==> src/hdl/supervisor_defines.svh <==
// Timing counts and encodings for the supply supervisor and watchdog
`ifndef SUPERVISOR_DEFINES_SVH
`define SUPERVISOR_DEFINES_SVH
`define CLK_HZ 25000000
// Reset hold times in ms
`define HOLD0_MS 50
`define HOLD1_MS 200
`define HOLD2_MS 400
`define HOLD3_MS 800
// Watchdog intervals in ms
`define WD0_MS 25
`define WD1_MS 200
`define WD2_MS 1400
// Each ms is exactly 25000 cycles at 25 MHz, so no time rounds
`define MS_TO_CYC(ms) ((ms) * (`CLK_HZ / 1000))
// Manual reset debounce time in us
`define DEBOUNCE_US 10
`define DEBOUNCE_CYC ((`DEBOUNCE_US * (`CLK_HZ / 1000000)))
// Watchdog select encodings
`define WD_SEL_25MS 2'h0
`define WD_SEL_200MS 2'h1
`define WD_SEL_1400MS 2'h2
`define WD_SEL_OFF 2'h3
`endif

==> src/hdl/supervisor_pkg.sv <==
// Types shared by the supply supervisor
package supervisor_pkg;
  typedef logic [1:0] sel2_t;
  typedef struct packed {
    logic main_below_primary;
    logic main_below_battery;
    logic second_below_secondary;
  } comparators_t;
  typedef struct packed {
    logic sda_in;
    logic scl_in;
  } serial_in_t;
endpackage : supervisor_pkg

==> src/hdl/supply_supervisor_watchdog.sv <==
// Reset generator, supply flags, battery switch select and watchdog
//
// Contract
// Four selectable reset hold periods: 0.05, 0.2, 0.4, 0.8 seconds.
// Watchdog intervals 25 ms, 200 ms, 1.4 s, or watchdog off.
// Host restarts watchdog in time, else watchdog alarm asserts.
// Chosen watchdog interval is kept nonvolatile across power cycles.
// At power-up system reset holds for the selected hold period.
// Reset while supply below primary threshold, then hold period after recovery.
// Second-monitor fail low while input below secondary threshold, no stretching.
// Early low-supply output low while main supply below primary threshold.
// Manual reset input is debounced before use.
// Battery selected only when main below low threshold and below battery.
// Manual reset holds reset, then hold period after release.
// Data falling edge with clock activity, then stop, restarts watchdog. The code needs no clock activity: any SDA or SCL fall arms.
// Watchdog alarm is active low, asserted on timer expiry.
// Inputs synchronised; all durations counted on the internal clock.
// Watchdog-off stops the counter and keeps the alarm deasserted.
`timescale 1ns/10ps
`include "supervisor_defines.svh"
module supply_supervisor_watchdog #(
  parameter int HOLD0_CYC = `MS_TO_CYC(`HOLD0_MS),
  parameter int HOLD1_CYC = `MS_TO_CYC(`HOLD1_MS),
  parameter int HOLD2_CYC = `MS_TO_CYC(`HOLD2_MS),
  parameter int HOLD3_CYC = `MS_TO_CYC(`HOLD3_MS),
  parameter int WD0_CYC = `MS_TO_CYC(`WD0_MS),
  parameter int WD1_CYC = `MS_TO_CYC(`WD1_MS),
  parameter int WD2_CYC = `MS_TO_CYC(`WD2_MS),
  parameter int DEBOUNCE_CYC = `DEBOUNCE_CYC
) (
  input wire logic sys_clk,
  input wire logic arst_n,
  input wire supervisor_pkg::comparators_t comparators,
  input wire logic manual_reset_n,
  input wire supervisor_pkg::serial_in_t serial_in,
  input wire supervisor_pkg::sel2_t hold_select,
  input wire supervisor_pkg::sel2_t watchdog_select_in,
  input wire logic watchdog_select_write,
  input wire supervisor_pkg::sel2_t watchdog_select_stored,
  output logic watchdog_select_store_en,
  output supervisor_pkg::sel2_t watchdog_select_store_data,
  output logic system_reset,
  output logic early_low_supply_n,
  output logic early_low_supply_oe,
  output logic second_monitor_fail_n,
  output logic second_monitor_fail_oe,
  output logic watchdog_alarm_n,
  output logic watchdog_alarm_oe,
  output logic battery_select
);
  import supervisor_pkg::*;

  // ==========================================================
  // Input synchronisers
  localparam int SYNC_W = 6;
  logic [SYNC_W-1:0] sync_a;
  logic [SYNC_W-1:0] sync_b;
  logic [SYNC_W-1:0] raw_in;
  assign raw_in = {comparators.main_below_primary, comparators.main_below_battery,
                   comparators.second_below_secondary, manual_reset_n,
                   serial_in.sda_in, serial_in.scl_in};

  always_ff @(posedge sys_clk or negedge arst_n) begin
    if (!arst_n) begin
      // Comparators idle at "below" and pins at high so power-up looks like a fault
      sync_a <= 6'h3F;
      sync_b <= 6'h3F;
    end else begin
      sync_a <= raw_in;
      sync_b <= sync_a;
    end
  end

  logic main_low;
  logic main_below_batt;
  logic second_low;
  logic manual_pin_n;
  logic sda;
  logic scl;
  assign {main_low, main_below_batt, second_low, manual_pin_n, sda, scl} = sync_b;

  // ==========================================================
  // Supply flags and battery switch
  always_ff @(posedge sys_clk or negedge arst_n) begin
    if (!arst_n) begin
      early_low_supply_n <= 1'b0;
      second_monitor_fail_n <= 1'b0;
      battery_select <= 1'b0;
    end else begin
      early_low_supply_n <= !main_low;
      second_monitor_fail_n <= !second_low;
      battery_select <= main_low && main_below_batt;
    end
  end
  // Open drain: drive only the low level
  assign early_low_supply_oe = !early_low_supply_n;
  assign second_monitor_fail_oe = !second_monitor_fail_n;

  // ==========================================================
  // Manual reset debounce
  logic [23:0] deb_cnt;
  logic manual_active;
  always_ff @(posedge sys_clk or negedge arst_n) begin
    if (!arst_n) begin
      deb_cnt <= 24'h000000;
      manual_active <= 1'b0;
    end else if ((!manual_pin_n) == manual_active) begin
      deb_cnt <= 24'h000000;
    end else if (deb_cnt >= 24'(DEBOUNCE_CYC - 1)) begin
      // Level must stay stable for the whole debounce time to be accepted
      manual_active <= !manual_pin_n;
      deb_cnt <= 24'h000000;
    end else begin
      deb_cnt <= deb_cnt + 24'h000001;
    end
  end

  // ==========================================================
  // System reset hold timer
  logic [31:0] hold_len;
  always_comb begin
    unique case (hold_select)
      2'h0: hold_len = 32'(HOLD0_CYC);
      2'h1: hold_len = 32'(HOLD1_CYC);
      2'h2: hold_len = 32'(HOLD2_CYC);
      default: hold_len = 32'(HOLD3_CYC);
    endcase
  end

  logic [31:0] hold_cnt;
  logic reset_cause;
  assign reset_cause = main_low || manual_active;
  always_ff @(posedge sys_clk or negedge arst_n) begin
    if (!arst_n) begin
      hold_cnt <= 32'h00000000;
      system_reset <= 1'b1;
    end else if (reset_cause) begin
      hold_cnt <= 32'h00000000;
      system_reset <= 1'b1;
    end else if (system_reset) begin
      if (hold_cnt >= hold_len - 32'h00000001) begin
        system_reset <= 1'b0;
      end else begin
        hold_cnt <= hold_cnt + 32'h00000001;
      end
    end
  end

  // ==========================================================
  // Watchdog interval selection, held in external nonvolatile storage
  sel2_t wd_sel;
  logic loaded;
  always_ff @(posedge sys_clk or negedge arst_n) begin
    if (!arst_n) begin
      wd_sel <= `WD_SEL_OFF;
      loaded <= 1'b0;
      watchdog_select_store_en <= 1'b0;
      watchdog_select_store_data <= `WD_SEL_OFF;
    end else begin
      watchdog_select_store_en <= 1'b0;
      if (!loaded) begin
        // Restore the stored choice after the reset release
        wd_sel <= watchdog_select_stored;
        loaded <= 1'b1;
      end else if (watchdog_select_write && watchdog_select_in != wd_sel) begin
        wd_sel <= watchdog_select_in;
        watchdog_select_store_en <= 1'b1;
        watchdog_select_store_data <= watchdog_select_in;
      end
    end
  end

  logic [31:0] wd_len;
  always_comb begin
    unique case (wd_sel)
      `WD_SEL_25MS: wd_len = 32'(WD0_CYC);
      `WD_SEL_200MS: wd_len = 32'(WD1_CYC);
      default: wd_len = 32'(WD2_CYC);
    endcase
  end

  // ==========================================================
  // Restart detection: any SDA or SCL falling edge arms, then a stop restarts
  logic sda_d;
  logic scl_d;
  logic armed;
  logic restart;
  always_ff @(posedge sys_clk or negedge arst_n) begin
    if (!arst_n) begin
      sda_d <= 1'b1;
      scl_d <= 1'b1;
      armed <= 1'b0;
    end else begin
      sda_d <= sda;
      scl_d <= scl;
      if (restart) begin
        armed <= 1'b0;
      end else if ((sda_d && !sda) || (scl_d && !scl)) begin
        // Any falling data or clock edge counts as bus activity
        armed <= armed || (sda_d && !sda) || !scl;
      end
    end
  end
  // Stop condition: SDA rises while SCL is high
  assign restart = armed && scl && scl_d && !sda_d && sda;

  // ==========================================================
  // Watchdog counter and alarm
  logic [31:0] wd_cnt;
  always_ff @(posedge sys_clk or negedge arst_n) begin
    if (!arst_n) begin
      wd_cnt <= 32'h00000000;
      watchdog_alarm_n <= 1'b1;
    end else if (wd_sel == `WD_SEL_OFF || system_reset) begin
      wd_cnt <= 32'h00000000;
      watchdog_alarm_n <= 1'b1;
    end else if (restart) begin
      wd_cnt <= 32'h00000000;
      watchdog_alarm_n <= 1'b1;
    end else if (wd_cnt >= wd_len - 32'h00000001) begin
      // Alarm stays until a restart, watchdog-off or system reset so a slow host still sees it
      watchdog_alarm_n <= 1'b0;
    end else begin
      wd_cnt <= wd_cnt + 32'h00000001;
    end
  end
  assign watchdog_alarm_oe = !watchdog_alarm_n;
endmodule : supply_supervisor_watchdog

==> config.mk <==
export PLATFORM = sky130hd
export DESIGN_NAME = supply_supervisor_watchdog
export DESIGN_NICKNAME = d
export VERILOG_FILES = /design/src/hdl/supervisor_pkg.sv /design/src/hdl/supply_supervisor_watchdog.sv
export VERILOG_INCLUDE_DIRS = /design/src /design/src/hdl
export SDC_FILE = /design/constraint.sdc
export NUM_CORES = 1
export LEC_CHECK = 0
export ABC_AREA = 1
export BUFFER_PORTS_ARGS = -buffer_cell sky130_fd_sc_hd__buf_4
export CAP_MARGIN = 20
export CORE_MARGIN = 5
export CORE_UTILIZATION = 40
export DETAILED_ROUTE_END_ITERATION = 8
export GPL_ROUTABILITY_DRIVEN = 0
export PLACE_DENSITY = 0.61
export SYNTH_ARGS = -nofsm -noshare
export SYNTH_HDL_FRONTEND = slang
export SYNTH_SLANG_ARGS = --single-unit
==> constraint.sdc <==
create_clock -name sys_clk -period 1.9 [get_ports sys_clk]
set_input_delay 0.285 -clock sys_clk [delete_from_list [all_inputs] [get_ports sys_clk]]
set_output_delay 0.285 -clock sys_clk [all_outputs]
set_load 0.005 [all_outputs]
==> impl_metrics.yaml, run 1 <==
yosys:
  ys_ff_latch: 115
  ys_warn_count: 0
  synthTopCellsByArea: "dfrtp_1 (33%), nand2_1 (15%), nor2_1 (8.9%), ha_1 (8.8%), nand3_1 (7.6%)"
  syn_area_um2: 7100
  post-synth-top-area-cell: "dfrtp_1"
  ys_seq_area_share_pct: 40.9
  yosysTopAreaCellShare_pct: 33.5
  synth_area_per_cell_um2: 7.36
  ys_types: 37
  synthCells: 965
cts:
  htreeDepth: 4
  cts_tree: "yes"
  clock_latency_ns: 0.42
  cts_buffers: 17
  clock-root-buffer: "clkbuf_16"
  clock_sinks: 115
  clk_path_buf_depth: 2
  clkTransAtPathRegs_ns: 0.06
routing:
  antenna_left: 0
  via_per_inst: 4.92
  first_pass_iters: 5
  drtIter0Drc: 416
  vias: 6612
  wl_per_cell_um: 14.0
  drcViolationCount: 0
  wl_um: 18800
layout:
  area_growth_pct: 35.0
  final_common_cell: "nand2_1"
  layout-drive-gt1-share_pct: 26.7
  finalNonFillerCells: 1343
  final_cell_mix: "nand2_1 (246), nor2_1 (161), buf_4 (103)"
  fin_nets: 1170
  num_antenna_cells: 0
global_routing:
  grt_usage_pct: 19.1
  use_met2_pct: 32.0
  antenna_found_initial: 0
  met1_usage_pct: 24.1
  grt_max_degree: 33
  grt_pass1_wl_um: 31200
  grt_overflow: 0
  grt_util_met3_pct: 3.78
  grt_most_used_layer: "met2"
  grt_pass1_vias: 6380
timing:
  drv_slew: 0
  finalClockSkew_ns: 0.00898
  finalHoldViolations: 0
  max_freq_mhz: 459
  setup_ws_ns: -0.281
  worst_pin_slew_ns: 0.724
  slew_headroom_pct: 51.7
  finalSetupViolCount: 28
  worst_hold_slack_ns: 0.0863
  layout_min_cycle_time_ns: 2.18
  rsz0062_at_grt: "yes"
  period_share_pct: 115
critical_path:
  cp-start-kind: "flip-flop"
  crit_path_max_fanout: 6
  worstPathCellList: "inv_4, ha_1, a21oi_1, nand2_1, nor2_1, nand2_1, nor2_2, nand2_8, nand2_8, buf_12, nand2_2, nand2_2"
  slowest_delay_ns: 0.60
  cp_slowest_cell: "dfstp_2"
  regToRegStartpoint: "wd_sel[1]"
  crit_path_start: "wd_sel[1]"
  worstSetupPathType: "reg -> reg"
  worstSetupEndpointType: "flip-flop"
  required_ns: 2.26
  critPathArrivalTime_ns: 2.54
floorplan:
  die_width_um: 143
  die-area_um2: 20500
  start_util_pct: 40.9
  std_cell_rows: 48
  fp.coreArea_um2: 17400
  die_y_um: 143
  io_pins: 26
power_and_ir_drop:
  p_leak_nw: 4.53
  ir_drop_v: 0.000554
  powerDensity_nw_per_um2: 649
status:
  outcome: "finished with violations"
  violations: "setup timing"
min_path:
  worstHoldPathType: "in -> reg"
  min_from: "watchdog_select_stored[1]"
placement:
  hpwlAfterDp_um: 13400
  post-place-ws_ns: -0.382
  portBuffers: 25
  placed_cells: 1295
run:
  drv_cap: 0
==> worst paths after layout <==
check | endpoint | slack [ns] | cells past startpoint
max | wd_cnt[19] | -0.28 | 12
min | wd_sel[1] | 0.09 | 3
max reg2reg | wd_cnt[19] | -0.28 | 12
min reg2reg | sync_b[1] | 0.35 | 0
max in group asynchronous | wd_sel[0] | 0.95 | 3
min in group asynchronous | second_monitor_fail_n | 0.34 | 2
==> registers in the layout, summed over array words and instances, names as in the netlist <==
| register | flops |
|---|---|
| second_monitor_fail_n | 1 |
| watchdog_select_store_data | 2 |
| wd_sel | 2 |
| scl_d | 1 |
| battery_select | 1 |
| early_low_supply_n | 1 |
| loaded | 1 |
| hold_cnt | 32 |
| sda_d | 1 |
| deb_cnt | 24 |
| watchdog_alarm_n | 1 |
| sync_a | 6 |
| watchdog_select_store_en | 1 |
| wd_cnt | 32 |
| system_reset | 1 |
| armed | 1 |
| sync_b | 6 |
| manual_active | 1 |
==> cells in the mapped netlist, drive strengths merged <==
cell type and number:
a21o 10, a21oi 12, a31oi 1, and2 1, buf 13, clkbuf 10, clkinv 1, conb 2
dfrtp 95, dfstp 20, ha 50, inv 87, nand2 300, nand3 109, nand4 22, nor2 174
nor2b 1, nor3 8, nor3b 2, nor4 3, o21ai 7, o21bai 2, o22ai 1, o31ai 1
or2 3, xnor2 7, xor2 23
==> cell type report <==
type	count	area, um^2
Multi-Input combinational cell	757	4370
Tap cell	225	282
Fill cell	1593	7760
Clock inverter	15	159
Clock buffer	17	425
Sequential cell	115	2900
Timing Repair Buffer	126	1120
Inverter	88	337
==> through the flow <==
step	TNS (ns)	area [um^2]	utilization [%]	total power, mW
6_report	-7.17	9590	55.3	6.23
3_5_place_dp	-15.59	8270	47.7	3.02
5_1_grt	-10.76	9590	55.3	6.49
3_3_place_gp	-14.42	8270	47.7	3.01
4_1_cts	-6.11	9210	53.0	6.29
2_1_floorplan	-0.693	7230	-	2.78
==> kinds of logic (layout without fill, tap and decap cells) <==
family	Yosys count	count (layout)	synth area share [%]
AND/OR/NAND/NOR	623	625	37.1
XOR/XNOR	30	30	3.70
buffers and inverters	111	246	6.53
adder cells (fa/ha/maj)	50	50	8.81
other	2	18	0.106
flip-flops	115	115	40.9
AO/OA/AOI/OAI	34	34	2.89
==> layer usage <==
layer / share of wire (%) / vias to the layer above / wire [um]
li1: - / 3345 / -
met1: 45 / 3072 / 8400
met2: 49 / 140 / 9220
met3: 3.3 / 55 / 621
met4: 3.1 / 0 / 590
met5: 0 / - / 0
==> worst max-delay path: cells and delay by family, from the launching register on <==
family / cells / cell delay (ns)
simple gates: 8 / 0.86
fa+ha+maj: 1 / 0.30
flops: 1 / 0.60
compound gates: 1 / 0.13
buf+inv: 2 / 0.23
==> where the power goes <==
| part | switching [mW] | internal [mW] | leakage [nW] |
|---|---|---|---|
| registers | 0.0335 | 2.53 | 1.48 |
| logic | 0.268 | 0.205 | 2.77 |
| clock network | 1.33 | 1.86 | 0.280 |
| total | 1.63 | 4.60 | 4.53 |
==> timing repair <==
item / in CTS / in global routing
gates resized for setup: 52 / 73
hold buffers: 7 / 0
cloned: 3 / 2
hold endpoints to repair: 22 / 0
pin swaps: 14 / 38
setup buffers: 2 / 3
setup endpoints to repair: 42 / 55
(Power assumes the default switching activity.)
==> run 2: changes to the inputs <==
--- a/config.mk
+++ b/config.mk
@@ -7,13 +7,13 @@
 export NUM_CORES = 1
 export LEC_CHECK = 0
 export ABC_AREA = 1
-export BUFFER_PORTS_ARGS = -buffer_cell sky130_fd_sc_hd__buf_4
 export CAP_MARGIN = 20
 export CORE_MARGIN = 5
 export CORE_UTILIZATION = 40
 export DETAILED_ROUTE_END_ITERATION = 8
+export DONT_BUFFER_PORTS = 1
 export GPL_ROUTABILITY_DRIVEN = 0
-export PLACE_DENSITY = 0.61
+export PLACE_DENSITY = 0.59
 export SYNTH_ARGS = -nofsm -noshare
 export SYNTH_HDL_FRONTEND = slang
 export SYNTH_SLANG_ARGS = --single-unit
==> impl_metrics.yaml, run 2 (synthesized netlist as in run 1, its figures left out) <==
status:
  outcome: "finished with violations"
  violations: "hold timing, setup timing"
cts:
  cts_tree: "yes"
  clock_sinks: 115
  clock-root-buffer: "clkbuf_16"
  ctsHoldBuffers: 10
  clock_latency_ns: 0.42
  htreeDepth: 4
  cts_buffers: 17
  clkTransAtPathRegs_ns: 0.06
  clk_path_buf_depth: 2
routing:
  vias: 6303
  met2_length_um: 8650
  wl_met1_um: 8370
  drtIter0Drc: 395
  first_pass_iters: 7
  wl_per_cell_um: 14.0
  maxUsedRoutingLayer: "met4"
  wl_um: 18100
  antenna_left: 0
  drcViolationCount: 0
  via_per_inst: 4.86
  wl_met3_um: 612
floorplan:
  io_pins: 26
  die_width_um: 143
  fp.coreArea_um2: 17400
  die_y_um: 143
  std_cell_rows: 48
  die-area_um2: 20500
  start_util_pct: 40.9
critical_path:
  slowest_delay_ns: 0.60
  path_depth: 12
  crit_path_max_fanout: 12
  reg2regPathDepth: 12
  crit_family: "simple AND/OR/NAND/NOR gates"
  worstPathCellList: "inv_4, ha_4, nand3_1, nor2_2, nand2_2, nor2_1, nor2_2, nand2_4, nand2_4, buf_12, nand2_1, nand2_1"
  cp-start-kind: "flip-flop"
  critPathArrivalTime_ns: 2.37
  required_ns: 2.21
  cp_num_buf_inv: 2
  cp_slowest_cell: "dfstp_2"
  worstSetupPathType: "reg -> reg"
  worstSetupEndpointType: "flip-flop"
layout:
  final_common_cell: "nand2_1"
  multi_input_area_um2: 3920
  area_growth_pct: 23.0
  top_regs: "hold_cnt x32, wd_cnt x32, deb_cnt x24"
  regArea_um2: 2900
  layout-drive-gt1-share_pct: 15.9
  num_antenna_cells: 0
  final_cell_mix: "nand2_1 (287), nor2_1 (162), nand3_1 (108)"
  finalInstanceArea_um2: 8740
  fin_util_pct: 50.4
  fin_nets: 1125
  nFillCells: 1665
global_routing:
  antenna_found_initial: 0
  grt_overflow: 0
  grt_usage_pct: 18.4
  grt_pass1_wl_um: 30000
  grt_max_degree: 116
  grt_pass1_vias: 6100
timing:
  rsz0062_at_grt: "yes"
  layout_min_cycle_time_ns: 2.07
  finalSetupViolCount: 28
  finalClockSkew_ns: 0.00900
  drv_slew: 0
  max_freq_mhz: 484
  finalHoldViolations: 115
  worst_hold_slack_ns: -0.433
  period_share_pct: 109
  setup_ws_ns: -0.166
power_and_ir_drop:
  ir_drop_v: 0.000774
  powerDensity_nw_per_um2: 702
  p_leak_nw: 4.29
placement:
  place_area_um2: 7920
  hpwlAfterDp_um: 13100
  portBuffers: 0
  post-place-ws_ns: -0.210
run:
  drv_cap: 0
min_path:
  worstHoldPathType: "in -> async"
run 2: repair_timing:
item | in CTS | in global routing
buffers inserted | 0 | 1
endpoints found under the setup margin | 28 | 47
gates resized for setup | 8 | 13
pin swaps | 2 | 2
gates cloned | 0 | 2
endpoints found under the hold margin | 125 | 115
run 2: final cells by class:
| cell class | count | share of cell area (%) |
|---|---|---|
| flip-flops and latches | 115 | 33.2 |
| multi-input cells | 755 | 44.9 |
| clock inverters | 15 | 1.95 |
| repair buffers | 83 | 8.03 |
| clock buffers | 17 | 4.87 |
| well taps | 225 | 3.22 |
| inverters | 88 | 3.85 |
run 2: worst paths after layout:
path / startpoint / endpoint / slack, ns
hold / removal: arst_n / second_monitor_fail_n / -0.43
max in group asynchronous: arst_n / sync_a[2] / 2.04
setup reg to reg: wd_sel[1] / wd_cnt[12] / -0.17
min in group sys_clk: watchdog_select_write / watchdog_select_store_en / 0.14
hold reg to reg: sync_a[0] / sync_b[0] / 0.35
setup / recovery: wd_sel[1] / wd_cnt[12] / -0.17
run 2: power breakdown:
group,switching [mW],total [mW],leakage [nW],internal (mW)
Combinational,0.174,0.297,2.52,0.123
Sequential,0.0375,2.57,1.48,2.53
Clock,1.30,3.27,0.288,1.97
run 2: routing by layer:
layer | GRT usage, % | vias to the layer above
li1 | - | 3249
met1 | 23.5 | 2898
met2 | 30.6 | 120
met3 | 3.78 | 36
met4 | 7.38 | 0
met5 | 0 | -
run 2: through the flow:
stage / hold WS, ns / total power [mW] / TNS (ns) / cells
after detailed placement: -0.00278 / 2.88 / -8.87 / 1253
after global routing: -0.460 / 6.36 / -6.85 / 1298
after CTS: -0.453 / 6.19 / -3.47 / 1295
after global placement: -0.00613 / 2.87 / -8.96 / 1253
final: -0.433 / 6.13 / -4.00 / 1298
after floorplan: -0.0106 / 2.78 / -0.693 / 981
